**config.mk**
```make
export PLATFORM = sky130hd
export DESIGN_NAME = sbrg_top
export DESIGN_NICKNAME = d
export VERILOG_FILES = /design/src/sbrg_pkg.sv /design/src/sbrg_top.sv /design/src/sbrg_vote.sv
export SDC_FILE = /design/constraint.sdc
export NUM_CORES = 1
export LEC_CHECK = 0
export BUFFER_PORTS_ARGS = -buffer_cell sky130_fd_sc_hd__buf_4
export CAP_MARGIN = 5
export CORE_MARGIN = 2
export CORE_UTILIZATION = 35
export CTS_BUF_LIST = sky130_fd_sc_hd__clkbuf_8
export DETAILED_ROUTE_END_ITERATION = 16
export SYNTH_ARGS = -nofsm -noshare
export SYNTH_HDL_FRONTEND = slang
export SYNTH_SLANG_ARGS = --single-unit
```
**constraint.sdc**
```tcl
create_clock -name aclk -period 2.6 [get_ports aclk]
set_input_delay 0.26 -clock aclk [delete_from_list [all_inputs] [get_ports aclk]]
set_output_delay 0.26 -clock aclk [all_outputs]
set_load 0.01 [all_outputs]
```
**src/sbrg_pkg.sv**
```systemverilog
// Purpose: shared constants and types for the serial rate generator
// Assumes: 32-bit axi4-lite register bus, one register per aligned word
// Notes: reset values of the control bytes are all zero

package sbrg_pkg;

  ////////////////////////////////////////////////////////////////////////////
  // register byte addresses
  localparam int AXI_AW = 8;
  localparam logic [7:0] OFS_TSC = 8'h00;
  localparam logic [7:0] OFS_RSC = 8'h04;
  localparam logic [7:0] OFS_RC = 8'h08;
  localparam logic [7:0] OFS_DIVH = 8'h0c;
  localparam logic [7:0] OFS_DIVL = 8'h10;
  localparam logic [7:0] OFS_STAT = 8'h14;

  ////////////////////////////////////////////////////////////////////////////
  // field positions
  localparam int TSC_MASTER_BIT = 7;
  localparam int TSC_SYNC_BIT = 4;
  localparam int TSC_HIGH_BIT = 2;
  localparam int RC_WIDE_BIT = 3;
  localparam int STAT_LEVEL_BIT = 16;

  ////////////////////////////////////////////////////////////////////////////
  // reset values and masks
  localparam logic [7:0] TSC_RESET = 8'h00;
  localparam logic [7:0] RSC_RESET = 8'h00;
  localparam logic [7:0] RC_RESET = 8'h00;
  localparam logic [7:0] DIVH_RESET = 8'h00;
  localparam logic [7:0] DIVL_RESET = 8'h00;
  localparam logic [7:0] RC_WMASK = 8'h1b;
  localparam logic [2:0] VOTE_RESET = 3'h7;

  ////////////////////////////////////////////////////////////////////////////
  // prescale factors ahead of the rate timer
  localparam logic [6:0] DIV_SLOW = 7'h40;
  localparam logic [6:0] DIV_FAST = 7'h10;
  localparam logic [6:0] DIV_SYNC = 7'h04;

  localparam logic [1:0] RESP_OKAY = 2'h0;
  localparam logic [1:0] RESP_SLVERR = 2'h2;

  typedef struct packed {
    logic master;
    logic sync;
    logic wide;
    logic high;
  } sbrg_mode_t;

  typedef enum {
    SBRG_WR_IDLE,
    SBRG_WR_RESP
  } sbrg_wr_state_t;

endpackage

```
**src/sbrg_top.sv**
```systemverilog
// Purpose: serial port rate generator with axi4-lite registers
// Assumes: aclk is the core oscillator; receive_pin synchronous to aclk
// Notes: bit_tick is one pulse per bit period
//
// The AXI4-Lite interface to the registers and the register addresses were decided locally.

////////////////////////////////////////////////////////////////////////////////
// Function
// - timer is 8 bits by default, 16 bits when wide-counter select set
// - divisor pair value n sets the period of a free-running timer
// - synchronous mode ignores high-speed select; rate is clock over 4(n+1)
// - async, 8-bit, high-speed clear: rate is clock over 64(n+1)
// - async 8-bit fast or 16-bit slow: rate is clock over 16(n+1)
// - generator runs in async mode or as master; synchronous slave takes outside clock
// - any divisor byte write clears the timer at once
// - receive level decided by majority of three samples
// - timer counts core clock; software rewrites divisor on clock change
// - sync is bit 4, high-speed bit 2, wide-counter bit 3
module sbrg_top
  import sbrg_pkg::*;
(
  input wire logic aclk,
  input wire logic aresetn,
  input wire logic [AXI_AW-1:0] s_axi_awaddr,
  input wire logic s_axi_awvalid,
  output logic s_axi_awready,
  input wire logic [31:0] s_axi_wdata,
  input wire logic [3:0] s_axi_wstrb,
  input wire logic s_axi_wvalid,
  output logic s_axi_wready,
  output logic [1:0] s_axi_bresp,
  output logic s_axi_bvalid,
  input wire logic s_axi_bready,
  input wire logic [AXI_AW-1:0] s_axi_araddr,
  input wire logic s_axi_arvalid,
  output logic s_axi_arready,
  output logic [31:0] s_axi_rdata,
  output logic [1:0] s_axi_rresp,
  output logic s_axi_rvalid,
  input wire logic s_axi_rready,
  input wire logic receive_pin,
  output logic bit_tick,
  output logic rx_level,
  output sbrg_mode_t mode
);

  logic aw_held;
  logic [AXI_AW-1:0] awaddr_q;
  logic w_held;
  logic [31:0] wdata_q;
  logic [3:0] wstrb_q;
  sbrg_wr_state_t wr_state;
  logic wr_fire;
  logic wr_hit;
  logic cfg_wr;
  logic [7:0] transmit_status_control;
  logic [7:0] receive_status_control;
  logic [7:0] rate_control;
  logic [7:0] rate_divisor_high;
  logic [7:0] rate_divisor_low;
  logic [31:0] rd_word;
  logic rd_hit;
  logic [6:0] sel_div;
  logic [15:0] reload;
  logic run;
  logic [5:0] pre;
  logic pre_last;
  logic [15:0] rate_timer;
  logic [22:0] gap;
  logic armed;
  logic [2:0] warm;

  ////////////////////////////////////////////////////////////////////////////
  // write channel: address and data taken in either order

  assign s_axi_awready = !aw_held;
  assign s_axi_wready = !w_held;
  assign wr_fire = aw_held && w_held && (wr_state == SBRG_WR_IDLE);

  always_ff @(posedge aclk) begin
    if (!aresetn) begin
      aw_held <= 1'b0;
      awaddr_q <= '0;
    end else if (s_axi_awvalid && !aw_held) begin
      aw_held <= 1'b1;
      awaddr_q <= s_axi_awaddr;
    end else if (wr_fire) begin
      aw_held <= 1'b0;
    end
  end

  always_ff @(posedge aclk) begin
    if (!aresetn) begin
      w_held <= 1'b0;
      wdata_q <= '0;
      wstrb_q <= '0;
    end else if (s_axi_wvalid && !w_held) begin
      w_held <= 1'b1;
      wdata_q <= s_axi_wdata;
      wstrb_q <= s_axi_wstrb;
    end else if (wr_fire) begin
      w_held <= 1'b0;
    end
  end

  always_comb begin
    case (awaddr_q)
      OFS_TSC, OFS_RSC, OFS_RC, OFS_DIVH, OFS_DIVL: wr_hit = 1'b1;
      default: wr_hit = 1'b0;
    endcase
  end

  // status word is read-only, so a write to it is an error too
  always_ff @(posedge aclk) begin
    if (!aresetn) begin
      wr_state <= SBRG_WR_IDLE;
      s_axi_bvalid <= 1'b0;
      s_axi_bresp <= RESP_OKAY;
    end else begin
      case (wr_state)
        SBRG_WR_IDLE: begin
          if (wr_fire) begin
            wr_state <= SBRG_WR_RESP;
            s_axi_bvalid <= 1'b1;
            s_axi_bresp <= wr_hit ? RESP_OKAY : RESP_SLVERR;
          end
        end
        SBRG_WR_RESP: begin
          if (s_axi_bready) begin
            wr_state <= SBRG_WR_IDLE;
            s_axi_bvalid <= 1'b0;
          end
        end
        default: begin
          wr_state <= SBRG_WR_IDLE;
          s_axi_bvalid <= 1'b0;
        end
      endcase
    end
  end

  ////////////////////////////////////////////////////////////////////////////
  // control registers, low byte lane only

  // mode or divisor change restarts the timer so no stale period runs out
  assign cfg_wr = wr_fire && (awaddr_q == OFS_TSC || awaddr_q == OFS_RC ||
    awaddr_q == OFS_DIVH || awaddr_q == OFS_DIVL);

  always_ff @(posedge aclk) begin
    if (!aresetn) begin
      transmit_status_control <= TSC_RESET;
      receive_status_control <= RSC_RESET;
      rate_control <= RC_RESET;
      rate_divisor_high <= DIVH_RESET;
      rate_divisor_low <= DIVL_RESET;
    end else if (wr_fire && wstrb_q[0]) begin
      case (awaddr_q)
        OFS_TSC: transmit_status_control <= wdata_q[7:0];
        OFS_RSC: receive_status_control <= wdata_q[7:0];
        OFS_RC: rate_control <= wdata_q[7:0] & RC_WMASK;
        OFS_DIVH: rate_divisor_high <= wdata_q[7:0];
        OFS_DIVL: rate_divisor_low <= wdata_q[7:0];
        default: ;
      endcase
    end
  end

  always_comb begin
    mode.master = transmit_status_control[TSC_MASTER_BIT];
    mode.sync = transmit_status_control[TSC_SYNC_BIT];
    mode.high = transmit_status_control[TSC_HIGH_BIT];
    mode.wide = rate_control[RC_WIDE_BIT];
  end

  ////////////////////////////////////////////////////////////////////////////
  // read channel

  assign s_axi_arready = !s_axi_rvalid;

  always_comb begin
    rd_hit = 1'b1;
    rd_word = '0;
    case (s_axi_araddr)
      OFS_TSC: rd_word[7:0] = transmit_status_control;
      OFS_RSC: rd_word[7:0] = receive_status_control;
      OFS_RC: rd_word[7:0] = rate_control;
      OFS_DIVH: rd_word[7:0] = rate_divisor_high;
      OFS_DIVL: rd_word[7:0] = rate_divisor_low;
      OFS_STAT: begin
        rd_word[15:0] = rate_timer;
        rd_word[STAT_LEVEL_BIT] = rx_level;
      end
      default: rd_hit = 1'b0;
    endcase
  end

  always_ff @(posedge aclk) begin
    if (!aresetn) begin
      s_axi_rvalid <= 1'b0;
      s_axi_rdata <= '0;
      s_axi_rresp <= RESP_OKAY;
    end else if (s_axi_arvalid && !s_axi_rvalid) begin
      s_axi_rvalid <= 1'b1;
      s_axi_rdata <= rd_word;
      s_axi_rresp <= rd_hit ? RESP_OKAY : RESP_SLVERR;
    end else if (s_axi_rready) begin
      s_axi_rvalid <= 1'b0;
    end
  end

  ////////////////////////////////////////////////////////////////////////////
  // prescale selection

  always_comb begin
    if (mode.sync) begin
      sel_div = DIV_SYNC;
    end else if (mode.wide && mode.high) begin
      sel_div = DIV_SYNC;
    end else if (mode.wide || mode.high) begin
      sel_div = DIV_FAST;
    end else begin
      sel_div = DIV_SLOW;
    end
  end

  // narrow timer sees only the low divisor byte
  assign reload = mode.wide ? {rate_divisor_high, rate_divisor_low} :
    {8'h00, rate_divisor_low};

  // slave in synchronous mode: bit clock comes from the far end
  assign run = !mode.sync || mode.master;

  assign pre_last = (pre == 6'(sel_div - 7'h01));

  ////////////////////////////////////////////////////////////////////////////
  // rate timer, counts core clock cycles through the prescaler

  always_ff @(posedge aclk) begin
    if (!aresetn || cfg_wr || !run) begin
      pre <= '0;
    end else if (pre_last) begin
      pre <= '0;
    end else begin
      pre <= pre + 6'h01;
    end
  end

  always_ff @(posedge aclk) begin
    if (!aresetn || cfg_wr || !run) begin
      rate_timer <= '0;
    end else if (pre_last) begin
      if (rate_timer == 16'h0000) begin
        rate_timer <= reload;
      end else begin
        rate_timer <= rate_timer - 16'h0001;
      end
    end
  end

  always_ff @(posedge aclk) begin
    if (!aresetn) begin
      bit_tick <= 1'b0;
    end else begin
      bit_tick <= run && !cfg_wr && pre_last &&
        (rate_timer == 16'h0000);
    end
  end

  ////////////////////////////////////////////////////////////////////////////
  // receive pin majority

  sbrg_vote u_vote (
    .aclk(aclk),
    .aresetn(aresetn),
    .sample_in(receive_pin),
    .level(rx_level)
  );

  ////////////////////////////////////////////////////////////////////////////
  // helpers read only by the checks below

  always_ff @(posedge aclk) begin
    if (!aresetn) begin
      gap <= '0;
    end else if (bit_tick) begin
      gap <= 23'h000001;
    end else begin
      gap <= gap + 23'h000001;
    end
  end

  // first tick after a restart has a short gap; skip it
  always_ff @(posedge aclk) begin
    if (!aresetn || cfg_wr) begin
      armed <= 1'b0;
    end else if (bit_tick) begin
      armed <= 1'b1;
    end
  end

  always_ff @(posedge aclk) begin
    if (!aresetn) begin
      warm <= '0;
    end else if (warm != 3'h4) begin
      warm <= warm + 3'h1;
    end
  end

  ////////////////////////////////////////////////////////////////////////////
  // checks

  AST_SYNC_RATE: assert property (
    @(posedge aclk) disable iff (!aresetn)
    (bit_tick && armed && mode.sync) |->
      gap == (({7'h00, reload} + 23'h000001) << 2))
    else $error("sync bit period not 4(n+1)");

  AST_ASYNC_SLOW_RATE: assert property (
    @(posedge aclk) disable iff (!aresetn)
    (bit_tick && armed && !mode.sync && !mode.wide && !mode.high) |->
      gap == (({7'h00, reload} + 23'h000001) << 6))
    else $error("async slow bit period not 64(n+1)");

  AST_ASYNC_MID_RATE: assert property (
    @(posedge aclk) disable iff (!aresetn)
    (bit_tick && armed && !mode.sync && (mode.wide != mode.high)) |->
      gap == (({7'h00, reload} + 23'h000001) << 4))
    else $error("async mid bit period not 16(n+1)");

  AST_ASYNC_FAST_RATE: assert property (
    @(posedge aclk) disable iff (!aresetn)
    (bit_tick && armed && !mode.sync && mode.wide && mode.high) |->
      gap == (({7'h00, reload} + 23'h000001) << 2))
    else $error("async fast bit period not 4(n+1)");

  AST_DIV_CLEAR: assert property (
    @(posedge aclk) disable iff (!aresetn)
    (wr_fire && (awaddr_q == OFS_DIVH || awaddr_q == OFS_DIVL)) |=>
      (rate_timer == 16'h0000 && pre == 6'h00 && !bit_tick))
    else $error("divisor write did not clear timer");

  AST_SLAVE_QUIET: assert property (
    @(posedge aclk) disable iff (!aresetn)
    (mode.sync && !mode.master) |=> !bit_tick)
    else $error("tick produced in synchronous slave mode");

  AST_NARROW_TIMER: assert property (
    @(posedge aclk) disable iff (!aresetn)
    !mode.wide |-> rate_timer[15:8] == 8'h00)
    else $error("narrow timer used high byte");

  AST_WIDE_BIT: assert property (
    @(posedge aclk) disable iff (!aresetn)
    (wr_fire && wstrb_q[0] && awaddr_q == OFS_RC) |=>
      mode.wide == $past(wdata_q[RC_WIDE_BIT]))
    else $error("wide-counter select not bit 3");

  AST_VOTE: assert property (
    @(posedge aclk) disable iff (!aresetn)
    (warm == 3'h4) |-> rx_level ==
      (($past(receive_pin, 2) & $past(receive_pin, 3)) |
       ($past(receive_pin, 2) & $past(receive_pin, 4)) |
       ($past(receive_pin, 3) & $past(receive_pin, 4))))
    else $error("receive level not majority of three samples");

endmodule

```
**src/sbrg_vote.sv**
```systemverilog
// Purpose: three-sample majority decision on the receive pin
// Assumes: pin already synchronous to aclk
// Notes: idles high, as a serial line does

module sbrg_vote
  import sbrg_pkg::*;
(
  input wire logic aclk,
  input wire logic aresetn,
  input wire logic sample_in,
  output logic level
);

  logic [2:0] samples;

  always_ff @(posedge aclk) begin
    if (!aresetn) begin
      samples <= VOTE_RESET;
    end else begin
      samples <= {samples[1:0], sample_in};
    end
  end

  // one odd sample never flips the decision
  always_ff @(posedge aclk) begin
    if (!aresetn) begin
      level <= 1'b1;
    end else begin
      level <= (samples[0] & samples[1]) | (samples[0] & samples[2]) |
        (samples[1] & samples[2]);
    end
  end

endmodule

```
* Word level (Yosys, flattened, before mapping) *
Index checks and enable logic that the tools add are counted.
Widths: inputs -> output; s select.

word-level totals
  flip-flop bits (word level) = 137
  output and inout bits = 47

operators by class
  add/subtract/negate cells = 3
  equal/unequal tests = 13
  muxes and demuxes = 22
  bitwise operators = 5
  reductions and logical operators = 43

operators by type and width
  cell                   number
  $logic_not 32->1       2
  $mux 32                2
  $pmux 32 s2            1
  $pmux 8 s6             1
  $eq 32x1->1 const B    1
  $eq 8x4->1 const B     4
  $mux 16                2
  $eq 8x5->1 const B     3
  $eq 8x3->1 const B     2
  $logic_not 16->1       1
  $logic_not 8->1        2
  $sub 16x1->16 const B  1
  $reduce_and 2->1       7
  $mux 6                 2
  $logic_and 1x1->1      11
  $mux 1                 9
  $mux 9                 1
  $logic_not 1->1        7
  $logic_or 1x1->1       7
  $add 6x1->6 const B    1
  $eq 6x6->1             1
  $reduce_bool 2->1      3
  $reduce_or 6->1        1
  $sub 6x1->6 const B    1
  8 further kinds        13

* Logic depth before layout (Yosys ltp) *
  word-level depth = 9
  mapped depth = 10
  gate-level depth less buffers = 8

* By module *
A second synthesis with hierarchy kept.

unflattened totals
  cell total of the unflattened synthesis = 575
  area total of the unflattened synthesis = 4988.5 um2

modules (own cells, without submodules)
  module     times used  cells an instance  area each (um2)
  sbrg_top   1           565                4875.9
  sbrg_vote  1           10                 112.6

* Worst setup path before layout *
No wires, ideal clock.

  path type = register to register
  start point = reg transmit_status_control[2]
  end point = reg rate_timer[5]
  library setup time = 86 ps
  data arrival time = 2002 ps
  data required time = 2514 ps
  slack = 512 ps
  cell stages (with the launch flop) = 11
  path buffers = 2
  clock period less this slack = 2088 ps
  cell sequence = dfxtp_1 > ha_1 > nor2_1 > ha_1 > xnor2_1 > nor2_1 > and3_1 > clkbuf_1 > clkbuf_1 > a21oi_1 > a211oi_1

between the ends
  word-level cells in the longest chain between the ends = 6
  elaborated cells on any way between the ends = 7
  classes of those cells = add/sub: 1; eq/ne: 1; mux: 3; reduce/logical: 2

RTL lines
  what                      line             source
  start: declaration        sbrg_top.sv:56   logic [7:0] transmit_status_control;
  start signal: assignment  sbrg_top.sv:158  OFS_TSC: transmit_status_control <= wdata_q[7:0];
  $logic_or 1x1->1          sbrg_top.sv:219  end else if (mode.wide || mode.high) begin
  $mux 5                    sbrg_top.sv:219
  $mux 6 (*)                sbrg_top.sv:217  end else if (mode.wide && mode.high) begin
  $mux 6 (*)                sbrg_top.sv:215  if (mode.sync) begin
  $sub 6x1->6 (*)           sbrg_top.sv:233  assign pre_last = (pre == 6'(sel_div - 7'h01));
  $eq 6x6->1 (*)            sbrg_top.sv:233
  end signal: assignment    sbrg_top.sv:253  rate_timer <= reload;
  end signal: assignment    sbrg_top.sv:255  rate_timer <= rate_timer - 16'h0001;
  end: declaration          sbrg_top.sv:68   logic [15:0] rate_timer;

Mark *: on every way between the ends. The rest lies on a longest branch, timed or not.
A chain may end at the register's enable or synchronous reset.

* Final worst setup path *
  start point = reg transmit_status_control[2]
  end point = reg rate_timer[8]

Same word-level chain as after synthesis.

==> impl_metrics.yaml <==
place:
  io_buffers: 62
  pre_cts_ws_ns: 0.296
  routabilityCongestion: 0.844
  hpwl_mm: 8.72
die:
  rows: 43
  die_w_um: 123
  io_pins: 107
  design.core.area_um2: 13800
  die_area_um2: 15000
  die_y_um: 123
  initial_core_util: 0.356
finish:
  final_cell_mix: "dfxtp_1, buf_4, nand2_1"
  fill_cells: 1388
  n_antenna_cell: 0
  fin_nets: 657
  layout-drive-gt1-share: 0.201
  area_growth_pct: 15.2
  final_common_cell: "dfxtp_1"
synthesis:
  syn_avg_cell_area_um2: 9.06
  async_flop_share: 0
  yosys_warnings: 0
  synthFlopType: "dfxtp_1"
  ys_seq_area_frac: 0.419
  syn-instance-count: 543
  synth_cell_types: 58
  synth_seq_cells: 103
  synth_edf_count: 0
  syn-cell-area_um2: 4920
sta:
  final-setup-viol-count: 0
  setup_tns_ns: 0
  fin_crit_sh: 0.881
  fin_ws_ns: 0.308
  tightestPinTransition_ns: 0.968
  slew_headroom: 0.346
  hold_viol_final: 0
  timing.fmax_mhz: 436
  skew_ns: 0.0111
  rsz0062_at_grt: "no"
  fin_crit_ns: 2.29
  drv_slew: 0
clocking:
  hold_buffers: 0
  clkTransAtPathRegs_ns: 0.09
  cts_resized: 0
  cts_setup_buffers: 0
  cts_buffer_depth: 2
  numClockSinks: 103
  cts_buffers: 9
  cts_root_buf: "clkbuf_8"
  tritoncts: "built"
  ctsHtreeMaxLevel: 3
  worstSkewPairLatency_ns: 0.36
critical_path:
  worstPathArrival_ns: 2.58
  path_class: "reg -> reg"
  crit_chain: "ha_1 > nor2_1 > ha_1 > xnor2_1 > nor2_1 > and3_1 > nand2_1 > o21ai_0"
  worstPathRequired_ns: 2.89
  crit_path_top_delay_cell: "and3_1"
  path_buf_inv: 0
  end_kind: "register"
  critical_path.startpoint_type: "register"
  critPathTopFamily: "simple AND/OR/NAND/NOR gates"
  worstPathMaxFanout: 9
  slowest_delay_ns: 0.41
power_and_ir_drop:
  p_sw_frac: 0.238
  p_int_uw: 2170
  ir_drop_v: 0.000287
  p_leak_uw: 0.00228
  sequentialPowerShare: 0.577
  power_density_nw_per_um2: 501
  combPwrFrac: 0.077
  power.share.clock: 0.346
  p_switching_uw: 676
routing:
  drtPass1Iterations: 5
  via_per_inst: 5.10
  wl_per_cell_um: 15.3
  wl_mm: 11.9
  postRouteAntennaNets: 0
  drtIter0Drc: 306
  drcViolationCount: 0
  vias: 3963
global_routing:
  grt_overflow: 0
  antenna_found_initial: 0
  grt.total_usage: 0.165
  grt_pass1_vias: 3803
  grt_pass1_wl_mm: 19.6
  grt_max_degree: 88
run_status:
  outcome: "completed"
job:
  maxCapViolCount: 0
min_path:
  holdCritPathClass: "in -> reg"
flip-flops by register name, summed over array words and instances, names as in the netlist, 3 cells and up:
name / count
rate_timer: 16
u_vote.samples: 3
rate_control: 4
rate_divisor_low: 8
awaddr_q: 8
s_axi_rdata: 17
pre: 6
receive_status_control: 8
rate_divisor_high: 8
wdata_q: 8
transmit_status_control: 8
final timing paths:
path,cells after the start,start,slack [ns],endpoint
worst min register to register,1,pre[0],0.46,pre[0]
worst max-delay path,8,transmit_status_control[2],0.31,rate_timer[8]
worst min-delay path,2,receive_pin,0.11,u_vote.samples[0]
worst max register to register,8,transmit_status_control[2],0.31,rate_timer[8]
cells by family after synthesis:
| logic type | share of synthesized area |
|---|---|
| AO/OA/AOI/OAI | 0.156 |
| XOR/XNOR | 0.0107 |
| adder cells (fa/ha/maj) | 0.0127 |
| buffers and inverters | 0.0707 |
| flip-flops | 0.419 |
| multiplexers | 0.111 |
| other | 0.000762 |
| AND/OR/NAND/NOR | 0.218 |
cell usage after synthesis, drive strengths merged, types with 3 or more instances:
cell    number  area share
buf         33       0.046
or2          3      0.0038
a21boi      13       0.020
nor2        33       0.025
ha           5       0.013
a31oi        9       0.011
and3         3      0.0038
nand2       47       0.036
nor4         8       0.014
nand3       26       0.028
mux2         4      0.0092
dfxtp      103        0.42
a211oi       5      0.0076
nor2b       44       0.056
mux2i       39       0.079
xor2         3      0.0053
o311ai       3      0.0053
a21oi       16       0.016
xnor2        3      0.0053
inv          9      0.0069
o21ai       40       0.047
nand2b       7      0.0089
o211ai       5      0.0076
or4          5      0.0084
a22oi       15       0.023
nand3b       3      0.0046
nor3         8      0.0092
mux4         5       0.023
clkbuf      23       0.018
metal layers:
layer  vias up  part of all wire  GRT usage
met5         -                 0          0
met4         0            0.0061     0.0381
met3         7             0.048     0.0362
met2        96              0.47      0.271
met1      1869              0.47      0.223
li1       1991                 -          -
final cells by class:
class | count | area (µm²) | share of cell area
clock buffer | 10 | 138 | 0.0243
clock inverter | 6 | 53.8 | 0.00949
inverter | 9 | 33.8 | 0.00596
multi-input combinational | 391 | 2570 | 0.454
sequential | 103 | 2060 | 0.364
tap | 180 | 225 | 0.0397
timing repair buffer | 78 | 586 | 0.103
through the flow:
stage | cells | area, µm² | power, µW | util | hold slack [ns]
6_report | 777 | 5670 | 2840 | 0.410 | 0.107
5_1_grt | 777 | 5670 | 2970 | 0.410 | 0.102
4_1_cts | 777 | 5670 | 2880 | 0.410 | 0.0952
3_5_place_dp | 761 | 5480 | 1900 | 0.396 | 0.451
3_3_place_gp | 761 | 5480 | 1890 | 0.396 | 0.427
2_1_floorplan | 559 | 4980 | 1820 | - | 0.361
power by group through the flow:
stage	clock network (µW)	registers [µW]	logic, µW
after floorplan	0	1670	159
final	983	1640	220
after detailed placement	0	1680	222
after global routing	1080	1650	246
after CTS	1010	1640	223
after global placement	0	1670	217
No activity file was read; power rests on OpenSTA's default activity.
